[src/pkg/bfbt_pkg.sv]
// Shared constants and types of the breaker failure backup trip block.
package bfbt_pkg;

    // ************************************************************
    // Timing
    // ************************************************************
    localparam int unsigned CLK_HZ               = 40_000_000;
    localparam int unsigned MS_PER_S             = 1000;
    localparam int unsigned MS_CYCLES_DEF        = CLK_HZ / MS_PER_S;
    localparam int unsigned S_PER_MIN            = 60;
    localparam int unsigned FORCE_TIMEOUT_MIN    = 5;
    localparam int unsigned FORCE_TIMEOUT_MS_DEF =
        FORCE_TIMEOUT_MIN * S_PER_MIN * MS_PER_S;

    // ************************************************************
    // Register map
    // ************************************************************
    localparam int          ADDR_W     = 8;
    localparam int          DATA_W     = 32;
    localparam logic [7:0]  OFS_SELECT = 8'h00;
    localparam logic [7:0]  OFS_OPTIME = 8'h04;
    localparam logic [7:0]  OFS_UNLOCK = 8'h08;
    localparam logic [7:0]  OFS_FORCE  = 8'h0c;
    localparam logic [7:0]  OFS_STATUS = 8'h10;
    localparam logic [7:0]  OFS_SCOUNT = 8'h14;
    localparam logic [7:0]  OFS_TCOUNT = 8'h18;
    localparam logic [7:0]  OFS_ISTAT  = 8'h1c;
    localparam logic [7:0]  OFS_IMASK  = 8'h20;
    localparam logic [7:0]  OFS_LOGSEL = 8'h24;
    localparam logic [7:0]  OFS_LOGTIM = 8'h28;
    localparam logic [7:0]  OFS_LOGPCT = 8'h2c;

    // ************************************************************
    // Fields and reset values
    // ************************************************************
    localparam logic [1:0]  SEL_FIRST      = 2'h1;
    localparam logic [1:0]  SEL_SECOND     = 2'h2;
    localparam logic [1:0]  SEL_RST        = 2'h1;
    localparam logic [15:0] OPTIME_RST     = 16'h00c8;
    localparam logic [31:0] UNLOCK_KEY_DEF = 32'h5a5a_c3c3; // Arbitrary.
    localparam int          FORCE_BIT      = 0;
    localparam int          FST_START_BIT  = 2;
    localparam int          FST_TRIP_BIT   = 3;
    localparam int          LOCK_OK_BIT    = 0;
    localparam int          IRQ_START      = 0;
    localparam int          IRQ_TRIP       = 1;
    localparam int          IRQ_FTO        = 2;
    localparam int          IRQ_N          = 3;
    localparam int          LOG_VALID_BIT  = 8;
    localparam logic [7:0]  PCT_FULL       = 8'h64;
    localparam int          LOG_DEPTH      = 8;
    localparam int          LOG_IDX_W      = 3;

    typedef enum logic [1:0] {
        ST_IDLE    = 2'b00,
        ST_START   = 2'b01,
        ST_TRIP    = 2'b11,
        ST_BLOCKED = 2'b10
    } bfbt_state_t;

endpackage : bfbt_pkg

[src/pkg/bfbt_log_if.sv]
// Interface between the stage logic and its fault log.
interface bfbt_log_if;
    logic        wrEn;
    logic [31:0] wrTime;
    logic [7:0]  wrPct;
    logic [2:0]  rdIdx;
    logic [31:0] rdTime;
    logic [7:0]  rdPct;
    logic        rdValid;

    modport writer (output wrEn, wrTime, wrPct, rdIdx,
                    input  rdTime, rdPct, rdValid);
    modport store  (input  wrEn, wrTime, wrPct, rdIdx,
                    output rdTime, rdPct, rdValid);
endinterface : bfbt_log_if

[src/rtl/bfbt_top.sv]
// Breaker failure stage with backup trip, counters, force flag and log.
// Summary of operation
// - Backup trip after drive outlasts operation time.
// - Backup trip holds until primary drive releases.
// - Selection 1 supervises first, 2 second output.
// - Supervise the trip output control signal itself.
// - Shared force flag clears after five minutes.
// - Status idle/blocked/start/trip; forcible only when forcing.
// - Settings writable only after correct password.
// - Log eight latest faults with time, delay.
// - Start and trip counters, each clearable.
// - Logged delay is percent; trip is hundred.
//
// Design decisions made here: strobed register access and the register offsets.
module bfbt_top #(
    parameter int unsigned MS_CYCLES        = bfbt_pkg::MS_CYCLES_DEF,
    parameter int unsigned FORCE_TIMEOUT_MS = bfbt_pkg::FORCE_TIMEOUT_MS_DEF,
    parameter logic [31:0] UNLOCK_KEY       = bfbt_pkg::UNLOCK_KEY_DEF
) (
    // Clock and reset
    input  wire logic                          sys_clk,
    input  wire logic                          resetn,
    // Register port
    input  wire logic [bfbt_pkg::ADDR_W-1:0]   regAddr,
    input  wire logic [bfbt_pkg::DATA_W-1:0]   regWdata,
    input  wire logic                          regWr,
    input  wire logic                          regRd,
    output logic      [bfbt_pkg::DATA_W-1:0]   regRdata,
    // Trip output drives and blocking
    input  wire logic                          tripFirstDrive,
    input  wire logic                          tripSecondDrive,
    input  wire logic                          stageBlock,
    // Stage outputs
    output logic                               backupTrip,
    output logic                               stageStart,
    output logic                               stageTrip,
    output logic                               irq
);
    import bfbt_pkg::*;

    // ************************************************************
    // Decoding
    // ************************************************************
    function automatic logic hit(input logic [7:0] a, input logic [7:0] o);
        hit = (a == o);
    endfunction : hit

    bfbt_log_if logIf ();

    bfbt_state_t        state_reg;
    bfbt_state_t        state_next;
    logic [1:0]         sel_reg;
    logic [15:0]        opTime_reg;
    logic               unlocked_reg;
    logic               force_reg;
    logic               fStart_reg;
    logic               fTrip_reg;
    logic [31:0]        forceCnt_reg;
    logic [31:0]        msPre_reg;
    logic [31:0]        msClock_reg;
    logic [15:0]        elapsed_reg;
    logic [15:0]        sCount_reg;
    logic [15:0]        tCount_reg;
    logic [IRQ_N-1:0]   iStat_reg;
    logic [IRQ_N-1:0]   iMask_reg;
    logic [2:0]         logSel_reg;
    logic [31:0]        rdata_reg;
    logic               backup_reg;
    logic               start_reg;
    logic               trip_reg;
    logic               irq_reg;

    logic               wrSel, wrOpt, wrUnl, wrFrc, wrSta;
    logic               wrSc, wrTc, wrMsk, wrLog, rdIst;
    logic               msTick;
    logic               supDrive;
    logic               supActive;
    logic               reached;
    logic               enterStart;
    logic               enterTrip;
    logic               logFault;
    logic               forceTimeout;
    logic [22:0]        pctWide;
    logic [7:0]         pctNow;
    logic [IRQ_N-1:0]   iEvent;
    logic [31:0]        rdMux;

    assign wrSel = regWr && hit(regAddr, OFS_SELECT) && unlocked_reg;
    assign wrOpt = regWr && hit(regAddr, OFS_OPTIME) && unlocked_reg;
    assign wrFrc = regWr && hit(regAddr, OFS_FORCE) && unlocked_reg;
    assign wrUnl = regWr && hit(regAddr, OFS_UNLOCK);
    assign wrSta = regWr && hit(regAddr, OFS_STATUS) && force_reg;
    assign wrSc  = regWr && hit(regAddr, OFS_SCOUNT);
    assign wrTc  = regWr && hit(regAddr, OFS_TCOUNT);
    assign wrMsk = regWr && hit(regAddr, OFS_IMASK);
    assign wrLog = regWr && hit(regAddr, OFS_LOGSEL);
    assign rdIst = regRd && hit(regAddr, OFS_ISTAT);

    // ************************************************************
    // Supervision and timing
    // ************************************************************
    // The relay drive is watched rather than any one protection stage, so
    // every stage routed to that output is covered without extra wiring.
    assign supDrive   = (sel_reg == SEL_SECOND) ? tripSecondDrive
                                                : tripFirstDrive;
    assign supActive  = supDrive || fStart_reg || fTrip_reg;
    assign msTick     = (msPre_reg == 32'(MS_CYCLES - 1));
    assign reached    = (elapsed_reg >= opTime_reg) || fTrip_reg;
    assign forceTimeout = force_reg &&
                          (forceCnt_reg >= 32'(FORCE_TIMEOUT_MS));

    always_comb begin
        state_next = state_reg;
        case (state_reg)
            ST_IDLE, ST_BLOCKED: begin
                if (stageBlock) begin
                    state_next = ST_BLOCKED;
                end else if (supActive) begin
                    state_next = ST_START;
                end else begin
                    state_next = ST_IDLE;
                end
            end
            ST_START: begin
                if (!supActive) begin
                    state_next = ST_IDLE;
                end else if (reached) begin
                    state_next = ST_TRIP;
                end
            end
            ST_TRIP: begin
                if (!supActive) begin
                    state_next = ST_IDLE;
                end
            end
            default: begin
                state_next = ST_IDLE;
            end
        endcase
    end

    assign enterStart = (state_reg != ST_START) && (state_reg != ST_TRIP) &&
                        (state_next == ST_START);
    assign enterTrip  = (state_reg == ST_START) && (state_next == ST_TRIP);
    assign logFault   = (state_reg == ST_START) && (state_next != ST_START);

    // A zero operation time counts as an instant trip, so percent is full.
    assign pctWide = (opTime_reg == 16'h0) ? 23'(PCT_FULL) :
                     (({7'h0, elapsed_reg} * 23'd100) / {7'h0, opTime_reg});
    assign pctNow  = (pctWide >= 23'(PCT_FULL)) ? PCT_FULL
                                                : pctWide[7:0];

    assign logIf.wrEn   = logFault;
    assign logIf.wrTime = msClock_reg;
    assign logIf.wrPct  = enterTrip ? PCT_FULL : pctNow;
    assign logIf.rdIdx  = logSel_reg;

    bfbt_fault_log u_log (
        .sys_clk (sys_clk),
        .resetn  (resetn),
        .logIf   (logIf)
    );

    always_ff @(posedge sys_clk) begin
        if (!resetn) begin
            state_reg   <= ST_IDLE;
            msPre_reg   <= '0;
            msClock_reg <= '0;
            elapsed_reg <= '0;
        end else begin
            state_reg   <= state_next;
            msPre_reg   <= msTick ? 32'h0 : msPre_reg + 32'h1;
            msClock_reg <= msClock_reg + {31'h0, msTick};
            if (state_next != ST_START && state_next != ST_TRIP) begin
                elapsed_reg <= '0;
            end else if (state_reg == ST_START && msTick &&
                         elapsed_reg != 16'hffff) begin
                elapsed_reg <= elapsed_reg + 16'h1;
            end
        end
    end

    // ************************************************************
    // Settings, force flag and counters
    // ************************************************************
    always_ff @(posedge sys_clk) begin
        if (!resetn) begin
            sel_reg      <= SEL_RST;
            opTime_reg   <= OPTIME_RST;
            unlocked_reg <= 1'b0;
            force_reg    <= 1'b0;
            forceCnt_reg <= '0;
            fStart_reg   <= 1'b0;
            fTrip_reg    <= 1'b0;
        end else begin
            if (wrSel && (regWdata[1:0] == SEL_FIRST ||
                          regWdata[1:0] == SEL_SECOND)) begin
                sel_reg <= regWdata[1:0];
            end
            if (wrOpt) begin
                opTime_reg <= regWdata[15:0];
            end
            if (wrUnl) begin
                unlocked_reg <= (regWdata == UNLOCK_KEY);
            end
            if (forceTimeout) begin
                force_reg <= 1'b0;
            end else if (wrFrc) begin
                force_reg <= regWdata[FORCE_BIT];
            end
            forceCnt_reg <= !force_reg ? 32'h0 :
                            forceCnt_reg + {31'h0, msTick};
            // Forced states vanish with the flag, so a forgotten test
            // cannot leave the backup trip energised.
            if (!force_reg || forceTimeout) begin
                fStart_reg <= 1'b0;
                fTrip_reg  <= 1'b0;
            end else if (wrSta) begin
                fStart_reg <= regWdata[FST_START_BIT];
                fTrip_reg  <= regWdata[FST_TRIP_BIT];
            end
        end
    end

    // An event in the clearing cycle still counts, leaving the count at one.
    always_ff @(posedge sys_clk) begin
        if (!resetn) begin
            sCount_reg <= '0;
            tCount_reg <= '0;
        end else begin
            sCount_reg <= (wrSc ? 16'h0 : sCount_reg) +
                          {15'h0, enterStart};
            tCount_reg <= (wrTc ? 16'h0 : tCount_reg) +
                          {15'h0, enterTrip};
        end
    end

    // ************************************************************
    // Interrupts
    // ************************************************************
    assign iEvent[IRQ_START] = enterStart;
    assign iEvent[IRQ_TRIP]  = enterTrip;
    assign iEvent[IRQ_FTO]   = forceTimeout;

    for (genvar i = 0; i < IRQ_N; i++) begin : g_istat
        always_ff @(posedge sys_clk) begin
            if (!resetn) begin
                iStat_reg[i] <= 1'b0;
            end else if (iEvent[i]) begin
                iStat_reg[i] <= 1'b1;
            end else if (rdIst) begin
                iStat_reg[i] <= 1'b0;
            end
        end
    end

    // ************************************************************
    // Read path and outputs
    // ************************************************************
    always_comb begin
        rdMux = '0;
        case (regAddr)
            OFS_SELECT: rdMux = {30'h0, sel_reg};
            OFS_OPTIME: rdMux = {16'h0, opTime_reg};
            OFS_UNLOCK: rdMux = {31'h0, unlocked_reg};
            OFS_FORCE:  rdMux = {31'h0, force_reg};
            OFS_STATUS: rdMux = {28'h0, fTrip_reg, fStart_reg, state_reg};
            OFS_SCOUNT: rdMux = {16'h0, sCount_reg};
            OFS_TCOUNT: rdMux = {16'h0, tCount_reg};
            OFS_ISTAT:  rdMux = {29'h0, iStat_reg};
            OFS_IMASK:  rdMux = {29'h0, iMask_reg};
            OFS_LOGSEL: rdMux = {29'h0, logSel_reg};
            OFS_LOGTIM: rdMux = logIf.rdTime;
            OFS_LOGPCT: rdMux = {23'h0, logIf.rdValid, logIf.rdPct};
            default:    rdMux = '0;
        endcase
    end

    always_ff @(posedge sys_clk) begin
        if (!resetn) begin
            iMask_reg  <= '0;
            logSel_reg <= '0;
            rdata_reg  <= '0;
            backup_reg <= 1'b0;
            start_reg  <= 1'b0;
            trip_reg   <= 1'b0;
            irq_reg    <= 1'b0;
        end else begin
            if (wrMsk) begin
                iMask_reg <= regWdata[IRQ_N-1:0];
            end
            if (wrLog) begin
                logSel_reg <= regWdata[2:0];
            end
            rdata_reg  <= regRd ? rdMux : 32'h0;
            backup_reg <= (state_next == ST_TRIP);
            start_reg  <= (state_next == ST_START) || (state_next == ST_TRIP);
            trip_reg   <= (state_next == ST_TRIP);
            irq_reg    <= |((iStat_reg | iEvent) & iMask_reg);
        end
    end

    assign regRdata   = rdata_reg;
    assign backupTrip = backup_reg;
    assign stageStart = start_reg;
    assign stageTrip  = trip_reg;
    assign irq        = irq_reg;
endmodule : bfbt_top

[src/rtl/bfbt_fault_log.sv]
// Ring store of the latest faults, read back newest first.
module bfbt_fault_log (
    // Clock and reset
    input wire logic    sys_clk,
    input wire logic    resetn,
    // Log port
    bfbt_log_if.store   logIf
);
    import bfbt_pkg::*;

    logic [31:0]          timeMem [LOG_DEPTH];
    logic [7:0]           pctMem  [LOG_DEPTH];
    logic [LOG_IDX_W-1:0] wrPtr_reg;
    logic [LOG_IDX_W:0]   fill_reg;
    logic [LOG_IDX_W-1:0] rdAddr;

    // Index 0 is the newest entry, so software never tracks the pointer.
    assign rdAddr        = wrPtr_reg - 3'h1 - logIf.rdIdx;
    assign logIf.rdTime  = timeMem[rdAddr];
    assign logIf.rdPct   = pctMem[rdAddr];
    assign logIf.rdValid = {1'b0, logIf.rdIdx} < fill_reg;

    always_ff @(posedge sys_clk) begin
        if (!resetn) begin
            wrPtr_reg <= '0;
            fill_reg  <= '0;
        end else if (logIf.wrEn) begin
            wrPtr_reg <= wrPtr_reg + 3'h1;
            if (fill_reg != 4'(LOG_DEPTH)) begin
                fill_reg <= fill_reg + 4'h1;
            end
        end
    end

    always_ff @(posedge sys_clk) begin
        if (logIf.wrEn) begin
            timeMem[wrPtr_reg] <= logIf.wrTime;
            pctMem[wrPtr_reg]  <= logIf.wrPct;
        end
    end

endmodule : bfbt_fault_log

[config.mk]
export PLATFORM = sky130hd
export DESIGN_NAME = bfbt_top
export DESIGN_NICKNAME = d
export VERILOG_FILES = /design/src/pkg/bfbt_pkg.sv /design/src/pkg/bfbt_log_if.sv /design/src/rtl/bfbt_top.sv /design/src/rtl/bfbt_fault_log.sv
export SDC_FILE = /design/constraint.sdc
export NUM_CORES = 2
export LEC_CHECK = 0
export ABC_CLOCK_PERIOD_IN_PS = 81200
export BUFFER_PORTS_ARGS = -buffer_cell sky130_fd_sc_hd__buf_2
export CAP_MARGIN = 20
export CORE_MARGIN = 3
export CORE_UTILIZATION = 35
export CTS_CLUSTER_DIAMETER = 40
export DETAILED_ROUTE_END_ITERATION = 8
export GPL_TIMING_DRIVEN = 1
export SLEW_MARGIN = 15
export SYNTH_ARGS = -nofsm -noshare
export SYNTH_HDL_FRONTEND = slang
export SYNTH_SLANG_ARGS = --single-unit
export TNS_END_PERCENT = 20
[constraint.sdc]
create_clock -name sys_clk -period 81.2 [get_ports sys_clk]
set_input_delay 20.3 -clock sys_clk [delete_from_list [all_inputs] [get_ports sys_clk]]
set_output_delay 20.3 -clock sys_clk [all_outputs]
set_load 0.05 [all_outputs]
==> results.txt <==
* Number of warnings printed during yosys synthesis: 0
- Combinational logic burns 2.8% of the power.
- For this configuration, the core starts out at a cell density of 35.4%.
- STA classifies the critical path endpoint as a flip-flop.
- Cells with a size suffix above 1 make up 10.8% of the layout.
- Fmax: 0.0141 GHz
- The number of placed instances, taps included, is 6025.
- In this run the power spent charging and discharging nets is 0.127 mW.
* Number of fill cells: 11500
* Measured slew at the worst slew-check pin: 1.10 ns
* Pin count of the biggest net entering global routing: 57
* Antenna violations before repair: 5
- Number of DRC markers after the initial detailed-route iteration: 2789
- In this run the clock root is driven by a sky130_fd_sc_hd__clkbuf_16.
- Final global-route overflow total: 0
- The H-tree was split into 2 levels.
* Total number of vias: 34900
* Largest regs: u_log.timeMem (256), u_log.pctMem (64)
- Nets: 4961
- After synthesis, the cell types taking the most area are sky130_fd_sc_hd__edfxtp_1 23%, sky130_fd_sc_hd__dfxtp_1 11%, sky130_fd_sc_hd__ha_1 10%.
- Using the TritonRoute via totals, the vias-per-cell ratio works out to 5.69.
- Die Area: 0.122 mm²
* Total standard cell area after synthesis: 0.0414 mm²
* Seq/Total Area, Yosys: 33.8%
- Time the final worst path needs with I/O delays and setup: 70.77 ns
* Vertical die dimension: 350 µm
- In this run, post-CTS repair resized a total of 0 instances.
- Counting distinct cell types in the post-synthesis netlist gives 127.
- Post-synth top area share: 23.2%
- VDD sags by at most 17.2 µV.
- The most used flip-flop cell after synthesis is sky130_fd_sc_hd__edfxtp_1.
- Leakage: 18.0 nW
- The internal portion of the total power is 0.453 mW.
* HPWL Detailed: 88.8 mm
- Portion of total power attributed to the clock network: 47.6%
- In this run the mean area of a mapped cell was 9.21 µm².
* Worst setup slack after layout: 10.43 ns
- In this run, synthesis inferred 320 flip-flops with an integrated enable.
* Max-Slew Margin vs Limit: 26.5%
- For this run, design rule violations remaining after detail routing come to 0.
- Worst hold slack: 0.461 ns
- Summing all non-filler instances in the final layout gives an area of 0.0458 mm².
- Pins over their slew limit: 0
- Critical Path Fanout Max: 32
- Worst clock skew: 0.0750 ns
- STA classifies the critical path startpoint as a flip-flop.
- sky130_fd_sc_hd__edfxtp_1 takes more of the synthesized area than any other cell.
* Number of buffers added by the clock tree synthesis step: 60
- After detailed placement, the total cell area comes to 0.0437 mm².
- The first global-routing pass estimated 187 mm of wire.
* Most frequent cell on the critical path: sky130_fd_sc_hd__o21ai_0
* Clock-pin slew on the worst setup and hold paths: 0.06 ns
* Path type of the worst min-delay path: reg2reg
- The commonest cells after synthesis are 452 x sky130_fd_sc_hd__nor2_1, 389 x sky130_fd_sc_hd__nand2_1, 337 x sky130_fd_sc_hd__a21oi_1, 337 x sky130_fd_sc_hd__ha_1, 320 x sky130_fd_sc_hd__edfxtp_1.
- Hold buffer count at cts: 0
- Total of endpoints with negative setup slack in the final report: 0
- Remaining antenna violation count after routing: 0
* Most flops, register: u_log.timeMem
- Setup total negative slack on the finished layout was measured at 0 ns.
* Clock Latency Late Sink: 0.65 ns
- In this run the standard cell core region covers 0.117 mm².
- Total length of routed wires: 121 mm
* FF+latch count, synth: 538
- Cells fill 39.2% of the core in the end.
- CTS Buffer Depth: 3
- Worst slack at placement: 11.31 ns
* Arr. time, crit path: 71.08 ns
* CP startpoint: elapsed_reg[2]$_SDFFE_PP0P_
* Switching portion of total power: 21.9%
* Power per cell area: 12.7 mW/mm²
- Area delta synth->final: 10.7%
- Number of flip-flops under the largest register name: 256
- Launch instance of the worst min-delay path: msPre_reg[0]$_SDFF_PP0_
- Pwr Total: 0.580 mW
- For this design, the sink count on the clock tree is 538.
- The setup path with the least slack is of type reg2reg.
- Synth async-reset ratio: 0%
- At the worst endpoint, the required time is 81.51 ns.
* Port buffer count: 82
- The flow ran to the end, and the final reports show no timing, DRC or antenna violations.
- The final hold violation count was 0.
- Before antenna repair, the detailed router went through 6 iterations.
- Global routing used 19.1% of the available tracks.
* RSZ-0062 raised after global routing: no
- Die outline width: 350 µm
- Final weighted congestion of routability-driven global placement: 0.920
- Most numerous cell in the Yosys netlist: sky130_fd_sc_hd__nor2_1
- Of the total power, registers draw 49.6%.
- The via count of the first global-routing pass came to 33000.
- Synthesis produced 4497 cells.
* Setup Fix Bufs, Post-CTS: 0
- The floorplan has 125 rows.
- Wire per inst: 19.6 µm
- Pin placement for this block handled 83 I/O pins.
- The startpoint identified for the worst register-to-register timing path is elapsed_reg[2]$_SDFFE_PP0P_.
- Critical Path Slowest Stage Cell: sky130_fd_sc_hd__dfxtp_1
- TritonCTS built the clock tree.
- Max-cap violations in this run came to 0.
- Crit share post-route: 87.2%
- Biggest cell delay along the critical path: 0.69 ns
- After the flow finishes, the layout carries non-filler instances totaling 6142.
-- logic make-up after synthesis --
group / count (synthesis) / share of synthesized area (%)
flip-flops: 538 / 33.8
buffers and inverters: 308 / 2.84
adder cells (fa/ha/maj): 350 / 10.8
other: 1 / 0.00906
multiplexers: 212 / 7.82
AND/OR/NAND/NOR: 1613 / 19.2
AO/OA/AOI/OAI: 1136 / 18.2
XOR/XNOR: 339 / 7.31
-- layer usage --
metal	wire, µm	GRT usage, %	vias up
li1	-	-	16900
met5	13	0	-
met4	2810	5.04	2
met3	8270	3.11	166
met2	52700	30.0	1054
met1	56800	27.3	16800
-- worst paths after layout --
path                             endpoint  slack, ns  cells past startpoint
max reg2reg  u_log.pctMem[5][0]$_DFFE_PP_      10.43                    349
min               msPre_reg[0]$_SDFF_PP0_       0.46                      1
min reg2reg       msPre_reg[0]$_SDFF_PP0_       0.46                      1
max          u_log.pctMem[5][0]$_DFFE_PP_      10.43                    349
-- cells in the final DEF, fill, tap and decap left out, types with 120 or more instances in the layout --
cell type,netlist,final
sky130_fd_sc_hd__nor2_1,452,450
sky130_fd_sc_hd__nand2_1,389,389
sky130_fd_sc_hd__a21oi_1,337,336
sky130_fd_sc_hd__ha_1,337,336
sky130_fd_sc_hd__edfxtp_1,320,320
sky130_fd_sc_hd__o21ai_0,230,229
sky130_fd_sc_hd__dfxtp_1,218,218
sky130_fd_sc_hd__xnor2_1,177,176
sky130_fd_sc_hd__inv_1,164,164
sky130_fd_sc_hd__xor2_1,156,156
sky130_fd_sc_hd__nand3_1,124,124
sky130_fd_sc_hd__a21o_1,120,120
-- power groups by stage --
stage	sequential, mW	clock (mW)	combinational, mW
floorplan	0.294	0	0.0108
global placement	0.294	0	0.0162
detailed placement	0.294	0	0.0163
CTS	0.288	0.282	0.0163
global route	0.288	0.293	0.0176
finish	0.288	0.276	0.0163
-- worst max-delay path, delay by kind of cell (launching register included) --
kind            cells  cell delay [ns]
compound gates    195            38.18
xor+xnor            6             1.37
fa+ha+maj          26             8.80
simple gates       99            16.25
buf+inv            18             3.29
flops               1             0.69
mux                 5             1.70
-- final cells by class --
| type | count | area, µm² | share of cell area [%] |
|---|---|---|---|
| timing repair buffer | 140 | 861 | 1.88 |
| inverter | 166 | 623 | 1.36 |
| clock inverter | 42 | 493 | 1.08 |
| multi-input combinational | 3658 | 26400 | 57.6 |
| antenna | 2 | 5.00 | 0.0109 |
| clock buffer | 72 | 1580 | 3.44 |
| sequential | 538 | 14000 | 30.5 |
| tap | 1524 | 1910 | 4.16 |
Power figures use the tool's default switching activity.
